===== src/inc/mpf_pkg.sv =====
package mpf_pkg;
    // register indices; byte address is four times the index
    localparam logic [15:0] IDX_INS_COUNT = 16'h8400;
    localparam logic [15:0] IDX_NV_SAVE = 16'hA004;
    localparam logic [15:0] IDX_CTRL3_SEL = 16'hA005;
    localparam logic [15:0] IDX_CTRL2_SEL = 16'hA006;
    localparam logic [15:0] IDX_CTRL1_SEL = 16'hA007;
    localparam logic [15:0] IDX_ALRM3_SEL = 16'hA008;
    localparam logic [15:0] IDX_ALRM2_SEL = 16'hA009;
    localparam logic [15:0] IDX_ALRM1_SEL = 16'hA00A;
    localparam logic [15:0] IDX_DIR_MODE = 16'hA00B;
    localparam logic [15:0] IDX_GEN_CTRL = 16'hA010;
    localparam int ADDR_W = 32;
    localparam int DATA_W = 32;
    localparam int REG_W = 16;
    // reset values of the select registers
    localparam logic [7:0] RST_CTRL1_SEL = 8'h01;
    localparam logic [7:0] RST_CTRL2_SEL = 8'h00;
    localparam logic [7:0] RST_CTRL3_SEL = 8'h00;
    localparam logic [7:0] RST_ALRM1_SEL = 8'h01;
    localparam logic [7:0] RST_ALRM2_SEL = 8'h02;
    localparam logic [7:0] RST_ALRM3_SEL = 8'h03;
    localparam logic [2:0] RST_DIR_MODE = 3'h0;
    // control pin function codes
    localparam logic [7:0] FN_NONE = 8'h00;
    localparam logic [7:0] FN_TRX_RESET = 8'h01;
    // alarm source codes
    localparam logic [7:0] SRC_OFF = 8'h00;
    localparam logic [7:0] SRC_HIPWR = 8'h01;
    localparam logic [7:0] SRC_READY = 8'h02;
    localparam logic [7:0] SRC_FAULT = 8'h03;
    localparam logic [7:0] SRC_RX_ALARM = 8'h04;
    localparam logic [7:0] SRC_TX_ALARM = 8'h05;
    localparam logic [7:0] SRC_RX_UNLOCK = 8'h06;
    localparam logic [7:0] SRC_TRANSMIT_FUNCTIONALITY_LOSS = 8'h07;
    localparam logic [7:0] SRC_HOST_UNLOCK = 8'h08;
    localparam logic [7:0] SRC_SKEW = 8'h09;
    // general control field positions
    localparam int GC_MOD_RESET = 15;
    localparam int GC_LOW_POWER = 14;
    localparam int GC_TX_DISABLE = 13;
    localparam int GC_CTRL3 = 12;
    localparam int GC_CTRL2 = 11;
    localparam int GC_CTRL1 = 10;
    localparam int GC_ALARM_TEST = 9;
    localparam int GC_TXDIS_PIN = 5;
    localparam int GC_LOPWR_PIN = 4;
    localparam int GC_CTRL3_PIN = 3;
    localparam int GC_CTRL2_PIN = 2;
    localparam int GC_CTRL1_PIN = 1;
    localparam logic [15:0] NV_SAVE_CMD = 16'h0020;
    // long operations, about two seconds each
    localparam longint CLK_PERIOD_NS = 20;
    localparam longint OP_TIME_MS = 2000;
    localparam longint OP_CYCLES = OP_TIME_MS * 64'd1000000 / CLK_PERIOD_NS;

    // alarm indicators, all active high
    typedef struct packed {
        logic high_power_up_done;
        logic mod_ready;
        logic mod_fault;
        logic receive_signal_loss;
        logic network_receive_unlock;
        logic transmit_functionality_loss;
        logic host_transmit_unlock;
        logic transmit_clock_unit_unlock;
        logic host_skew_misaligned;
    } mpf_alarm_src_t;
endpackage


===== src/rtl/mpf_alarm_mux.sv =====
module mpf_alarm_mux
    import mpf_pkg::*;
#(
    parameter bit SKEW_SUPPORTED = 1'b0
) (
    // selection
    input wire logic [7:0] sel,
    input wire mpf_alarm_src_t src,
    // result
    output logic alarm
);
    logic receive_path_alarm;
    logic transmit_path_alarm;

    // grouped path alarms
    assign receive_path_alarm = src.receive_signal_loss |
        src.network_receive_unlock;
    assign transmit_path_alarm = src.transmit_functionality_loss |
        src.host_transmit_unlock | src.transmit_clock_unit_unlock;

    // source decode; reserved codes keep the pin deasserted
    always_comb begin
        case (sel)
            SRC_HIPWR: alarm = src.high_power_up_done;
            SRC_READY: alarm = src.mod_ready;
            SRC_FAULT: alarm = src.mod_fault;
            SRC_RX_ALARM: alarm = receive_path_alarm;
            SRC_TX_ALARM: alarm = transmit_path_alarm;
            SRC_RX_UNLOCK: alarm = src.network_receive_unlock;
            SRC_TRANSMIT_FUNCTIONALITY_LOSS: alarm = src.transmit_functionality_loss;
            SRC_HOST_UNLOCK: alarm = src.host_transmit_unlock;
            SRC_SKEW: alarm = SKEW_SUPPORTED & src.host_skew_misaligned;
            default: alarm = 1'b0;
        endcase
    end
endmodule // mpf_alarm_mux


===== src/rtl/mpf_regs.sv =====
module mpf_regs
    import mpf_pkg::*;
#(
    parameter longint OP_CYCLES_P = OP_CYCLES,
    parameter bit SKEW_SUPPORTED = 1'b0
) (
    // clock and reset
    input wire logic pclk,
    input wire logic presetn,
    // apb slave
    input wire logic psel,
    input wire logic penable,
    input wire logic pwrite,
    input wire logic [ADDR_W-1:0] paddr,
    input wire logic [DATA_W-1:0] pwdata,
    output logic [DATA_W-1:0] prdata,
    output logic pready,
    output logic pslverr,
    // module pins from the host
    input wire logic [2:0] prog_control_pin,
    input wire logic module_reset_pin_n,
    input wire logic low_power_pin,
    input wire logic transmit_disable_pin,
    // device state
    input wire logic init_state,
    input wire logic module_inserted,
    input wire logic global_alarm_in,
    input wire mpf_alarm_src_t alarm_src,
    // device outputs
    output logic [2:0] prog_alarm_pin,
    output logic transceiver_ic_reset_n,
    output logic hw_interlock_high_bit,
    output logic hw_interlock_low_bit,
    output logic module_reset,
    output logic low_power,
    output logic transmit_disable,
    output logic global_alarm_output,
    output logic [2:0] direction_mode,
    output logic nv_save_active,
    output logic count_clear_active
);
    logic [7:0] ctrl_sel_r [3];
    logic [7:0] alarm_sel_r [3];
    logic [2:0] dir_mode_r;
    logic [15:0] ins_count_r;
    logic soft_reset_r;
    logic soft_lopwr_r;
    logic soft_txdis_r;
    logic [2:0] soft_ctrl_r;
    logic soft_alarm_test_r;
    logic [31:0] save_cnt_r;
    logic [31:0] clear_cnt_r;
    logic [DATA_W-1:0] rdata_nxt;
    logic hit;
    logic setup;
    logic wr_go;
    logic [15:0] idx;
    logic [15:0] wd;
    logic [2:0] pin_asserted;
    logic [2:0] ctrl_combined;
    logic [2:0] alarm_nxt;
    logic [15:0] gc_read;
    logic trx_reset_nxt;

    assign idx = paddr[17:2];
    assign wd = pwdata[15:0];
    assign setup = psel & penable & ~pready;
    assign wr_go = psel & penable & pready & pwrite & ~pslverr;
    // programmable pins are low-true when carrying the reset function
    assign pin_asserted = ~prog_control_pin;
    assign ctrl_combined = pin_asserted | soft_ctrl_r;

    // address decode: mapped registers only, aligned words
    always_comb begin
        hit = 1'b1;
        if (paddr[1:0] != 2'h0 || paddr[ADDR_W-1:18] != '0) begin
            hit = 1'b0;
        end else if (idx == IDX_INS_COUNT) begin
            hit = 1'b1;
        end else if (idx >= IDX_NV_SAVE && idx <= IDX_DIR_MODE) begin
            hit = 1'b1;
        end else if (idx == IDX_GEN_CTRL) begin
            hit = 1'b1;
        end else begin
            hit = 1'b0;
        end
    end

    // general control readback with live pin states
    always_comb begin
        gc_read = 16'h0000;
        gc_read[GC_LOW_POWER] = soft_lopwr_r;
        gc_read[GC_TX_DISABLE] = soft_txdis_r;
        gc_read[GC_CTRL3] = soft_ctrl_r[2];
        gc_read[GC_CTRL2] = soft_ctrl_r[1];
        gc_read[GC_CTRL1] = soft_ctrl_r[0];
        gc_read[GC_ALARM_TEST] = soft_alarm_test_r;
        gc_read[GC_TXDIS_PIN] = transmit_disable_pin;
        gc_read[GC_LOPWR_PIN] = low_power_pin;
        gc_read[GC_CTRL3_PIN] = pin_asserted[2];
        gc_read[GC_CTRL2_PIN] = pin_asserted[1];
        gc_read[GC_CTRL1_PIN] = pin_asserted[0];
    end

    // read mux; upper bits of every word read zero
    always_comb begin
        rdata_nxt = '0;
        if (idx == IDX_INS_COUNT) begin
            rdata_nxt[15:0] = ins_count_r;
        end else if (idx == IDX_NV_SAVE) begin
            rdata_nxt[15:0] = nv_save_active ? NV_SAVE_CMD : 16'h0000;
        end else if (idx == IDX_CTRL3_SEL) begin
            rdata_nxt[7:0] = ctrl_sel_r[2];
        end else if (idx == IDX_CTRL2_SEL) begin
            rdata_nxt[7:0] = ctrl_sel_r[1];
        end else if (idx == IDX_CTRL1_SEL) begin
            rdata_nxt[7:0] = ctrl_sel_r[0];
        end else if (idx == IDX_ALRM3_SEL) begin
            rdata_nxt[7:0] = alarm_sel_r[2];
        end else if (idx == IDX_ALRM2_SEL) begin
            rdata_nxt[7:0] = alarm_sel_r[1];
        end else if (idx == IDX_ALRM1_SEL) begin
            rdata_nxt[7:0] = alarm_sel_r[0];
        end else if (idx == IDX_DIR_MODE) begin
            rdata_nxt[2:0] = dir_mode_r;
        end else if (idx == IDX_GEN_CTRL) begin
            rdata_nxt[15:0] = gc_read;
        end
    end

    // one wait state: answer registered in the first access cycle
    always_ff @(posedge pclk or negedge presetn) begin
        if (!presetn) begin
            pready <= 1'b0;
            pslverr <= 1'b0;
            prdata <= '0;
        end else if (setup) begin
            pready <= 1'b1;
            pslverr <= ~hit;
            prdata <= (hit && !pwrite) ? rdata_nxt : '0;
        end else begin
            pready <= 1'b0;
            pslverr <= 1'b0;
        end
    end

    // control pin function selects, low byte only
    always_ff @(posedge pclk or negedge presetn) begin
        if (!presetn) begin
            ctrl_sel_r[0] <= RST_CTRL1_SEL;
            ctrl_sel_r[1] <= RST_CTRL2_SEL;
            ctrl_sel_r[2] <= RST_CTRL3_SEL;
        end else if (wr_go) begin
            if (idx == IDX_CTRL1_SEL) begin
                ctrl_sel_r[0] <= wd[7:0];
            end else if (idx == IDX_CTRL2_SEL) begin
                ctrl_sel_r[1] <= wd[7:0];
            end else if (idx == IDX_CTRL3_SEL) begin
                ctrl_sel_r[2] <= wd[7:0];
            end
        end
    end

    // alarm source selects; unsupported skew code is dropped
    always_ff @(posedge pclk or negedge presetn) begin
        if (!presetn) begin
            alarm_sel_r[0] <= RST_ALRM1_SEL;
            alarm_sel_r[1] <= RST_ALRM2_SEL;
            alarm_sel_r[2] <= RST_ALRM3_SEL;
        end else if (wr_go && !(wd[7:0] == SRC_SKEW && !SKEW_SUPPORTED)) begin
            if (idx == IDX_ALRM1_SEL) begin
                alarm_sel_r[0] <= wd[7:0];
            end else if (idx == IDX_ALRM2_SEL) begin
                alarm_sel_r[1] <= wd[7:0];
            end else if (idx == IDX_ALRM3_SEL) begin
                alarm_sel_r[2] <= wd[7:0];
            end
        end
    end

    // direction mode select; stored as written, reserved codes too
    always_ff @(posedge pclk or negedge presetn) begin
        if (!presetn) begin
            dir_mode_r <= RST_DIR_MODE;
        end else if (wr_go && idx == IDX_DIR_MODE) begin
            dir_mode_r <= wd[2:0];
        end
    end

    // soft general control bits
    always_ff @(posedge pclk or negedge presetn) begin
        if (!presetn) begin
            soft_lopwr_r <= 1'b0;
            soft_txdis_r <= 1'b0;
            soft_ctrl_r <= 3'h0;
            soft_alarm_test_r <= 1'b0;
        end else if (wr_go && idx == IDX_GEN_CTRL) begin
            soft_lopwr_r <= wd[GC_LOW_POWER];
            soft_txdis_r <= wd[GC_TX_DISABLE];
            soft_ctrl_r <= wd[GC_CTRL3:GC_CTRL1];
            soft_alarm_test_r <= wd[GC_ALARM_TEST];
        end
    end

    // soft module reset lasts one cycle; writing 0 does nothing
    always_ff @(posedge pclk or negedge presetn) begin
        if (!presetn) begin
            soft_reset_r <= 1'b0;
        end else begin
            soft_reset_r <= wr_go && idx == IDX_GEN_CTRL &&
                wd[GC_MOD_RESET];
        end
    end

    // insertion counter; a write starts the slow user reset
    always_ff @(posedge pclk or negedge presetn) begin
        if (!presetn) begin
            ins_count_r <= 16'h0000;
            clear_cnt_r <= 32'h0000_0000;
        end else if (clear_cnt_r != 32'h0000_0000) begin
            clear_cnt_r <= clear_cnt_r - 32'h0000_0001;
            if (clear_cnt_r == 32'h0000_0001) begin
                ins_count_r <= 16'h0000;
            end
        end else if (wr_go && idx == IDX_INS_COUNT) begin
            clear_cnt_r <= OP_CYCLES_P[31:0];
        end else if (module_inserted && ins_count_r != 16'hFFFF) begin
            ins_count_r <= ins_count_r + 16'h0001;
        end
    end

    // non-volatile save: busy for the commit time after the command
    always_ff @(posedge pclk or negedge presetn) begin
        if (!presetn) begin
            save_cnt_r <= 32'h0000_0000;
        end else if (save_cnt_r != 32'h0000_0000) begin
            save_cnt_r <= save_cnt_r - 32'h0000_0001;
        end else if (wr_go && idx == IDX_NV_SAVE && wd == NV_SAVE_CMD) begin
            save_cnt_r <= OP_CYCLES_P[31:0];
        end
    end

    // alarm pin source multiplexers
    for (genvar i = 0; i < 3; i++) begin : g_alarm
        mpf_alarm_mux #(
            .SKEW_SUPPORTED(SKEW_SUPPORTED)
        ) u_mux (
            .sel(alarm_sel_r[i]),
            .src(alarm_src),
            .alarm(alarm_nxt[i])
        );
    end

    // transceiver reset: only pins assigned that function, and not in init
    always_comb begin
        trx_reset_nxt = 1'b0;
        for (int k = 0; k < 3; k++) begin
            if (ctrl_sel_r[k] == FN_TRX_RESET && ctrl_combined[k]) begin
                trx_reset_nxt = 1'b1;
            end
        end
        if (init_state) begin
            trx_reset_nxt = 1'b0;
        end
    end

    // registered outputs
    always_ff @(posedge pclk or negedge presetn) begin
        if (!presetn) begin
            prog_alarm_pin <= 3'h0;
            transceiver_ic_reset_n <= 1'b1;
            hw_interlock_high_bit <= 1'b0;
            hw_interlock_low_bit <= 1'b0;
            module_reset <= 1'b0;
            low_power <= 1'b0;
            transmit_disable <= 1'b0;
            global_alarm_output <= 1'b0;
            direction_mode <= RST_DIR_MODE;
            nv_save_active <= 1'b0;
            count_clear_active <= 1'b0;
        end else begin
            prog_alarm_pin <= alarm_nxt;
            transceiver_ic_reset_n <= ~trx_reset_nxt;
            hw_interlock_high_bit <= init_state & pin_asserted[2];
            hw_interlock_low_bit <= init_state & pin_asserted[1];
            module_reset <= soft_reset_r | ~module_reset_pin_n;
            low_power <= soft_lopwr_r | low_power_pin;
            transmit_disable <= soft_txdis_r | transmit_disable_pin;
            global_alarm_output <= soft_alarm_test_r | global_alarm_in;
            direction_mode <= dir_mode_r;
            nv_save_active <= (save_cnt_r != 32'h0000_0000);
            count_clear_active <= (clear_cnt_r != 32'h0000_0000);
        end
    end
endmodule // mpf_regs


===== config.mk =====
export PLATFORM = sky130hd
export DESIGN_NAME = mpf_regs
export DESIGN_NICKNAME = d
export VERILOG_FILES = /design/src/inc/mpf_pkg.sv /design/src/rtl/mpf_alarm_mux.sv /design/src/rtl/mpf_regs.sv
export SDC_FILE = /design/constraint.sdc
export NUM_CORES = 1
export LEC_CHECK = 0
export BUFFER_PORTS_ARGS = -buffer_cell sky130_fd_sc_hd__buf_2
export CORE_UTILIZATION = 29
export CTS_BUF_LIST = sky130_fd_sc_hd__clkbuf_8
export DETAILED_ROUTE_END_ITERATION = 16
export HOLD_SLACK_MARGIN = 0.03
export PLACE_DENSITY = 0.44
export SYNTH_ARGS = -nofsm -noshare
export SYNTH_HDL_FRONTEND = slang
export SYNTH_SLANG_ARGS = --single-unit

===== constraint.sdc =====
create_clock -name pclk -period 5.51 [get_ports pclk]
set_clock_uncertainty 0.05 [all_clocks]
set_input_delay 0.551 -clock pclk [delete_from_list [all_inputs] [get_ports pclk]]
set_output_delay 0.551 -clock pclk [all_outputs]
set_load 0.05 [all_outputs]

==> out/results.ini, run 1 <==
[drt]
detail-route-antenna-nets = 0
wirelength_mm = 25.5
routedWlPerCell_um = 18.7
drc = 0
vias = 6988
vias_per_cell = 5.13
firstDrtPassIters = 4
drt-initial-drc-count = 445

[grt]
grt_max_degree = 75
antenna_found_initial = 0
grt_pass1_vias = 6974
grt_usage_pct = 17.2
grt_pass1_wl_mm = 40.7
grt-ovfl-total = 0

[synth]
yosysSeqAreaShare_pct = 49.0
synth_commonest_cells = dfrtp_1, nand2_1, nor2_1
ys_types = 69
ys_seq_elements = 171
synth-edff-count = 0
async_flop_share_pct = 100
synth.area.top_cells = dfrtp_1, mux2_2, xnor2_1
syn-cell-area_um2 = 8750
synth_area_per_cell_um2 = 10.2
synth.largest_area_cell = dfrtp_1
synth_flop_cell = dfrtp_1
synth_top_cell_area_share_pct = 47.2
synth.most_common_cell = dfrtp_1
yosys_warnings = 0
synthCells = 855

[placement]
dp_cells = 1329
port_buffers = 102
dp_hpwl_mm = 18.6
gp_congestion = 0.865

[cells_and_area]
area.growth.synth_to_final_pct = 14.3
nNetsFinal = 1050
drive_above_1_share_pct = 22.5
diodes = 0
instances_no_fill = 1361

[die]
fp-row-count = 63
dieArea_um2 = 30900
die-width_um = 176
die-height_um = 176
start_util_pct = 29.5
core_um2 = 29600
ios = 136

[sta]
rsz0062_at_grt = false
hold_viol = 0
tightest_slew_ns = 1.22
relSlewSlack_pct = 18.4
fin_crit_sh_pct = 57.7
fin_crit_ns = 3.18
slew_viol_final = 0
fmax_mhz = 314
finalSetupViolCount = 0
timing.setup.tns_ns = 0

[cts]
cts.clk_slew.worst_paths_ns = 0.10
cts_tree = yes
cts_sinks = 171
clkLatencyLatePin_ns = 0.48
cts_resized = 0
cts_setup_buffers = 0
cts_max_level = 4
clk_path_buf_depth = 2
cts_root_buffer = clkbuf_8
cts_made_buffers = 17

[critical_path]
path_class = register to register
cp_num_buf_inv = 0
cpPeakStageDelay_ns = 0.69
required_ns = 5.87
cpLargestDelayFamily = simple AND/OR/NAND/NOR gates
slowest_stage = nand3b_1
start_kind = register
cp-end-kind = register
crit_arrival_ns = 3.54
cp_max_fo = 19
crit_path_cell_trace = nand3b_1, nor2_1, o221ai_1, or4_1, a221oi_1, a221o_1

[job]
cap_violations = 0

[power]
power_leakage_nw = 4.43
power_per_cell_area_nw_per_um2 = 229
vdd.ir_drop.worst_mv = 0.160

[status]
status = complete, no violations

[hold_path]
hold_path.class = input pin to register

-- cells in the final DEF, fill, tap and decap left out, types with 4 or more instances in the layout --
master,n
nand3b_1,5
or3_1,20
or2_2,5
buf_2,101
inv_6,4
clkbuf_8,18
mux2_2,57
nand4_1,10
nand3_1,35
ha_1,4
nor3_1,38
mux2i_1,13
o21ai_0,33
nand2b_1,13
o22ai_1,8
o31ai_1,6
nor4_1,23
inv_1,17
nand2_1,69
nor3b_1,7
dfrtp_1,165
and3_1,10
nor4b_1,8
a21oi_1,42
dfstp_2,6
o211ai_1,5
a211oi_1,6
xor2_1,14
xnor2_1,30
a21o_1,4
nor2_1,67
and2_1,5
conb_1,16
a22oi_1,15
or4_1,19
nor2b_1,7
-- cell families after synthesis --
logic type / Yosys count / synth area share (%)
AND/OR/NAND/NOR: 359 / 22.4
adder cells (fa/ha/maj): 4 / 0.572
AO/OA/AOI/OAI: 153 / 11.4
buffers and inverters: 52 / 3.13
other: 1 / 0.0428
XOR/XNOR: 44 / 4.40
multiplexers: 71 / 9.08
flip-flops: 171 / 49.0
-- final timing paths --
kind                                      startpoint                     endpoint  slack, ns  depth (start not counted)
min                               module_reset_pin_n       module_reset$_DFF_PN0_       0.17                          2
max in group asynchronous                    presetn   clear_cnt_r[1]$_DFFE_PN0P_       3.56                          3
min in group asynchronous                    presetn             pready$_DFF_PN0_       0.53                          2
max                                 pready$_DFF_PN0_        prdata[2]$_DFFE_PN0P_       2.33                          6
min reg2reg                dir_mode_r[1]$_DFFE_PN0P_  direction_mode[1]$_DFF_PN0_       0.37                          0
max reg2reg                         pready$_DFF_PN0_        prdata[2]$_DFFE_PN0P_       2.33                          6
-- registers in the layout, summed over array words and instances (netlist names), 3 cells and up --
signal / flops
alarm_sel_r: 24
clear_cnt_r: 32
ctrl_sel_r: 24
dir_mode_r: 3
direction_mode: 3
ins_count_r: 16
prdata: 16
prog_alarm_pin: 3
save_cnt_r: 32
soft_ctrl_r: 3
-- worst reg2reg max path: stages, from the launching register on --
cell      delay, ns
dfrtp_1        0.40
nand3b_1       0.69
nor2_1         0.43
o221ai_1       0.17
or4_1          0.60
a221oi_1       0.58
a221o_1        0.20
-- metal layers --
metal,track usage [%],wire (um)
met5,0,0
met2,27.1,11800
met4,5.29,373
met3,3.14,873
met1,23.9,12400
-- final cells by class --
cell class / count / area, um2
Multi-Input combinational cell: 647 / 4260
Inverter: 17 / 63.8
Clock inverter: 14 / 135
Sequential cell: 171 / 4290
Fill cell: 3101 / 19600
Timing Repair Buffer: 105 / 544
Tap cell: 390 / 488
Clock buffer: 17 / 234
-- power by group --
part | internal, mW | total, mW | leakage, nW | switching, mW
combinational | 0.0364 | 0.154 | 1.98 | 0.118
clock | 0.363 | 0.874 | 0.181 | 0.511
sequential | 1.26 | 1.26 | 2.27 | 0.00135
-- stage by stage --
stage               hold slack (ns)  setup WS, ns  instance area, um2  total power, mW  util [%]
detailed placement            0.345          1.87                9630             1.44      32.5
finish                        0.174          2.33               10000             2.29      33.8
global placement              0.336          1.92                9630             1.44      32.5
floorplan                     0.205          2.86                8810             1.36         -
CTS                           0.147          2.29               10000             2.32      33.8
global route                  0.153          2.04               10000             2.39      33.8
-- what timing repair did --
| item | in CTS | in global routing |
|---|---|---|
| endpoints found under the hold margin | 46 | 0 |
| endpoints found under the setup margin | 0 | 0 |
| hold buffers | 1 | 0 |
No activity file was read; power rests on OpenSTA's default activity.
==> run 2, diff against run 1 <==
- PLACE_DENSITY: 0.44 -> 0.46
- clock period: 5.51 -> 2.9 ns (I/O delays scaled with it)
==> out/results.ini, run 2 (synthesized netlist as in run 1, its figures left out) <==
[drt]
wirelength_mm = 25.4
drt-initial-drc-count = 518
detail-route-antenna-nets = 0
firstDrtPassIters = 5
vias = 7148
vias_per_cell = 5.08
drc = 0
routedWlPerCell_um = 18.1

[critical_path]
path_class = register to register
slowest_stage = or4_4
crit_path_cell_trace = or4_4, or3_4, nor3_4, o2111ai_4, buf_12, or4_1, a21oi_1
cpPeakStageDelay_ns = 0.59
cp-end-kind = register
r2r_end = ins_count_r[15]$_DFFE_PN0P_
cp_max_fo = 27
worst-r2r-cell-count = 7
crit_arrival_ns = 3.08
start_kind = register
required_ns = 3.25
cp_num_buf_inv = 1
r2r_start = clear_cnt_r[11]$_DFFE_PN0P_
reg2reg_slack_ns = 0.17
cpLargestDelayFamily = simple AND/OR/NAND/NOR gates

[cts]
clkLatencyLatePin_ns = 0.47
cts_setup_buffers = 0
clk_path_buf_depth = 2
cts_made_buffers = 17
cts_root_buffer = clkbuf_8
cts.clk_slew.worst_paths_ns = 0.10
cts_max_level = 4
cts_sinks = 171
cts_tree = yes
cts_resized = 0
cts_hold_buf = 6

[cells_and_area]
layout_commonest_cell = dfrtp_1
diodes = 0
design_area_um2 = 10400
area.growth.synth_to_final_pct = 18.6
final_cell_mix = dfrtp_1, buf_2, nand2_1
drive_above_1_share_pct = 25.2
fin_util_pct = 35.0
nNetsFinal = 1094
final.fill_count = 3047
top_regs = clear_cnt_r (32), save_cnt_r (32)
instances_no_fill = 1406
multi_input_area_um2 = 4260
seq_area_um2 = 4290

[die]
core_um2 = 29600
start_util_pct = 29.5
dieArea_um2 = 30900
fp-row-count = 63
ios = 136
die-height_um = 176
die-width_um = 176

[sta]
tightest_slew_ns = 0.635
fin_crit_sh_pct = 94.3
timing.setup.tns_ns = 0
slew_viol_final = 0
whs_ns = 0.0610
finalSetupViolCount = 0
rsz0062_at_grt = false
fin_crit_ns = 2.73
hold_viol = 0
fmax_mhz = 366
relSlewSlack_pct = 56.5
setup_ws_ns = 0.166

[hold_path]
min_path_cells = 2
hold_path.class = input pin to register
min_from = pwdata[14]
hold_end = soft_lopwr_r$_DFFE_PN0P_

[grt]
grt_usage_pct = 16.9
grt_pass1_wl_mm = 39.9
antenna_found_initial = 0
grt_pass1_vias = 6979
grt-ovfl-total = 0
grt_max_degree = 67

[power]
total_power_mw = 4.38
power_leakage_nw = 4.67
power_per_cell_area_nw_per_um2 = 422
vdd.ir_drop.worst_mv = 0.252

[job]
cap_violations = 0

[placement]
dp_hpwl_mm = 18.9
place_area_um2 = 9940
gp_congestion = 0.853
dp_slack_ns = 0.189
dp_cells = 1367
port_buffers = 102

[status]
status = complete, no violations

## run 2: cell count changes in the layout (fill, tap and decap cells not counted), moves of 2 or more
cell	delta
buf_12	+2
buf_4	+36
dlygate4sd3_1	+6
clkinvlp_4	-2
## run 2: layout make-up
class | instances | share of cell area, %
clock buffers | 19 | 2.52
clock inverters | 13 | 1.13
inverters | 17 | 0.614
multi-input cells | 647 | 41.0
flip-flops and latches | 171 | 41.3
well taps | 390 | 4.70
repair buffers | 149 | 8.78
## run 2: layer usage
layer  track usage (%)  up-vias  wire length (um)
li1                  -     3432                 -
met1              23.7     3542             12200
met2              26.9      149             12000
met3              2.47       25               817
met4              4.78        0               439
met5                 0        -                 0
## run 2: worst max path at each step
stage | from | slack (ns) | depth (start not counted) | end
floorplan | clear_cnt_r[11]$_DFFE_PN0P_ | 0.37 | 7 | ins_count_r[10]$_DFFE_PN0P_
finish | clear_cnt_r[11]$_DFFE_PN0P_ | 0.17 | 7 | ins_count_r[15]$_DFFE_PN0P_
detailed placement | clear_cnt_r[10]$_DFFE_PN0P_ | 0.19 | 7 | ins_count_r[15]$_DFFE_PN0P_
global route | clear_cnt_r[11]$_DFFE_PN0P_ | 0.04 | 7 | clear_cnt_r[21]$_DFFE_PN0P_
CTS | clear_cnt_r[11]$_DFFE_PN0P_ | 0.15 | 7 | ins_count_r[15]$_DFFE_PN0P_
global placement | clear_cnt_r[11]$_DFFE_PN0P_ | 0.20 | 7 | ins_count_r[15]$_DFFE_PN0P_
## run 2: power breakdown
group	leakage (nW)	internal, mW	total (mW)	switching, mW
clock	0.198	0.731	1.68	0.946
sequential	2.27	2.39	2.39	0.00292
combinational	2.21	0.0848	0.311	0.226
total	4.67	3.20	4.38	1.17
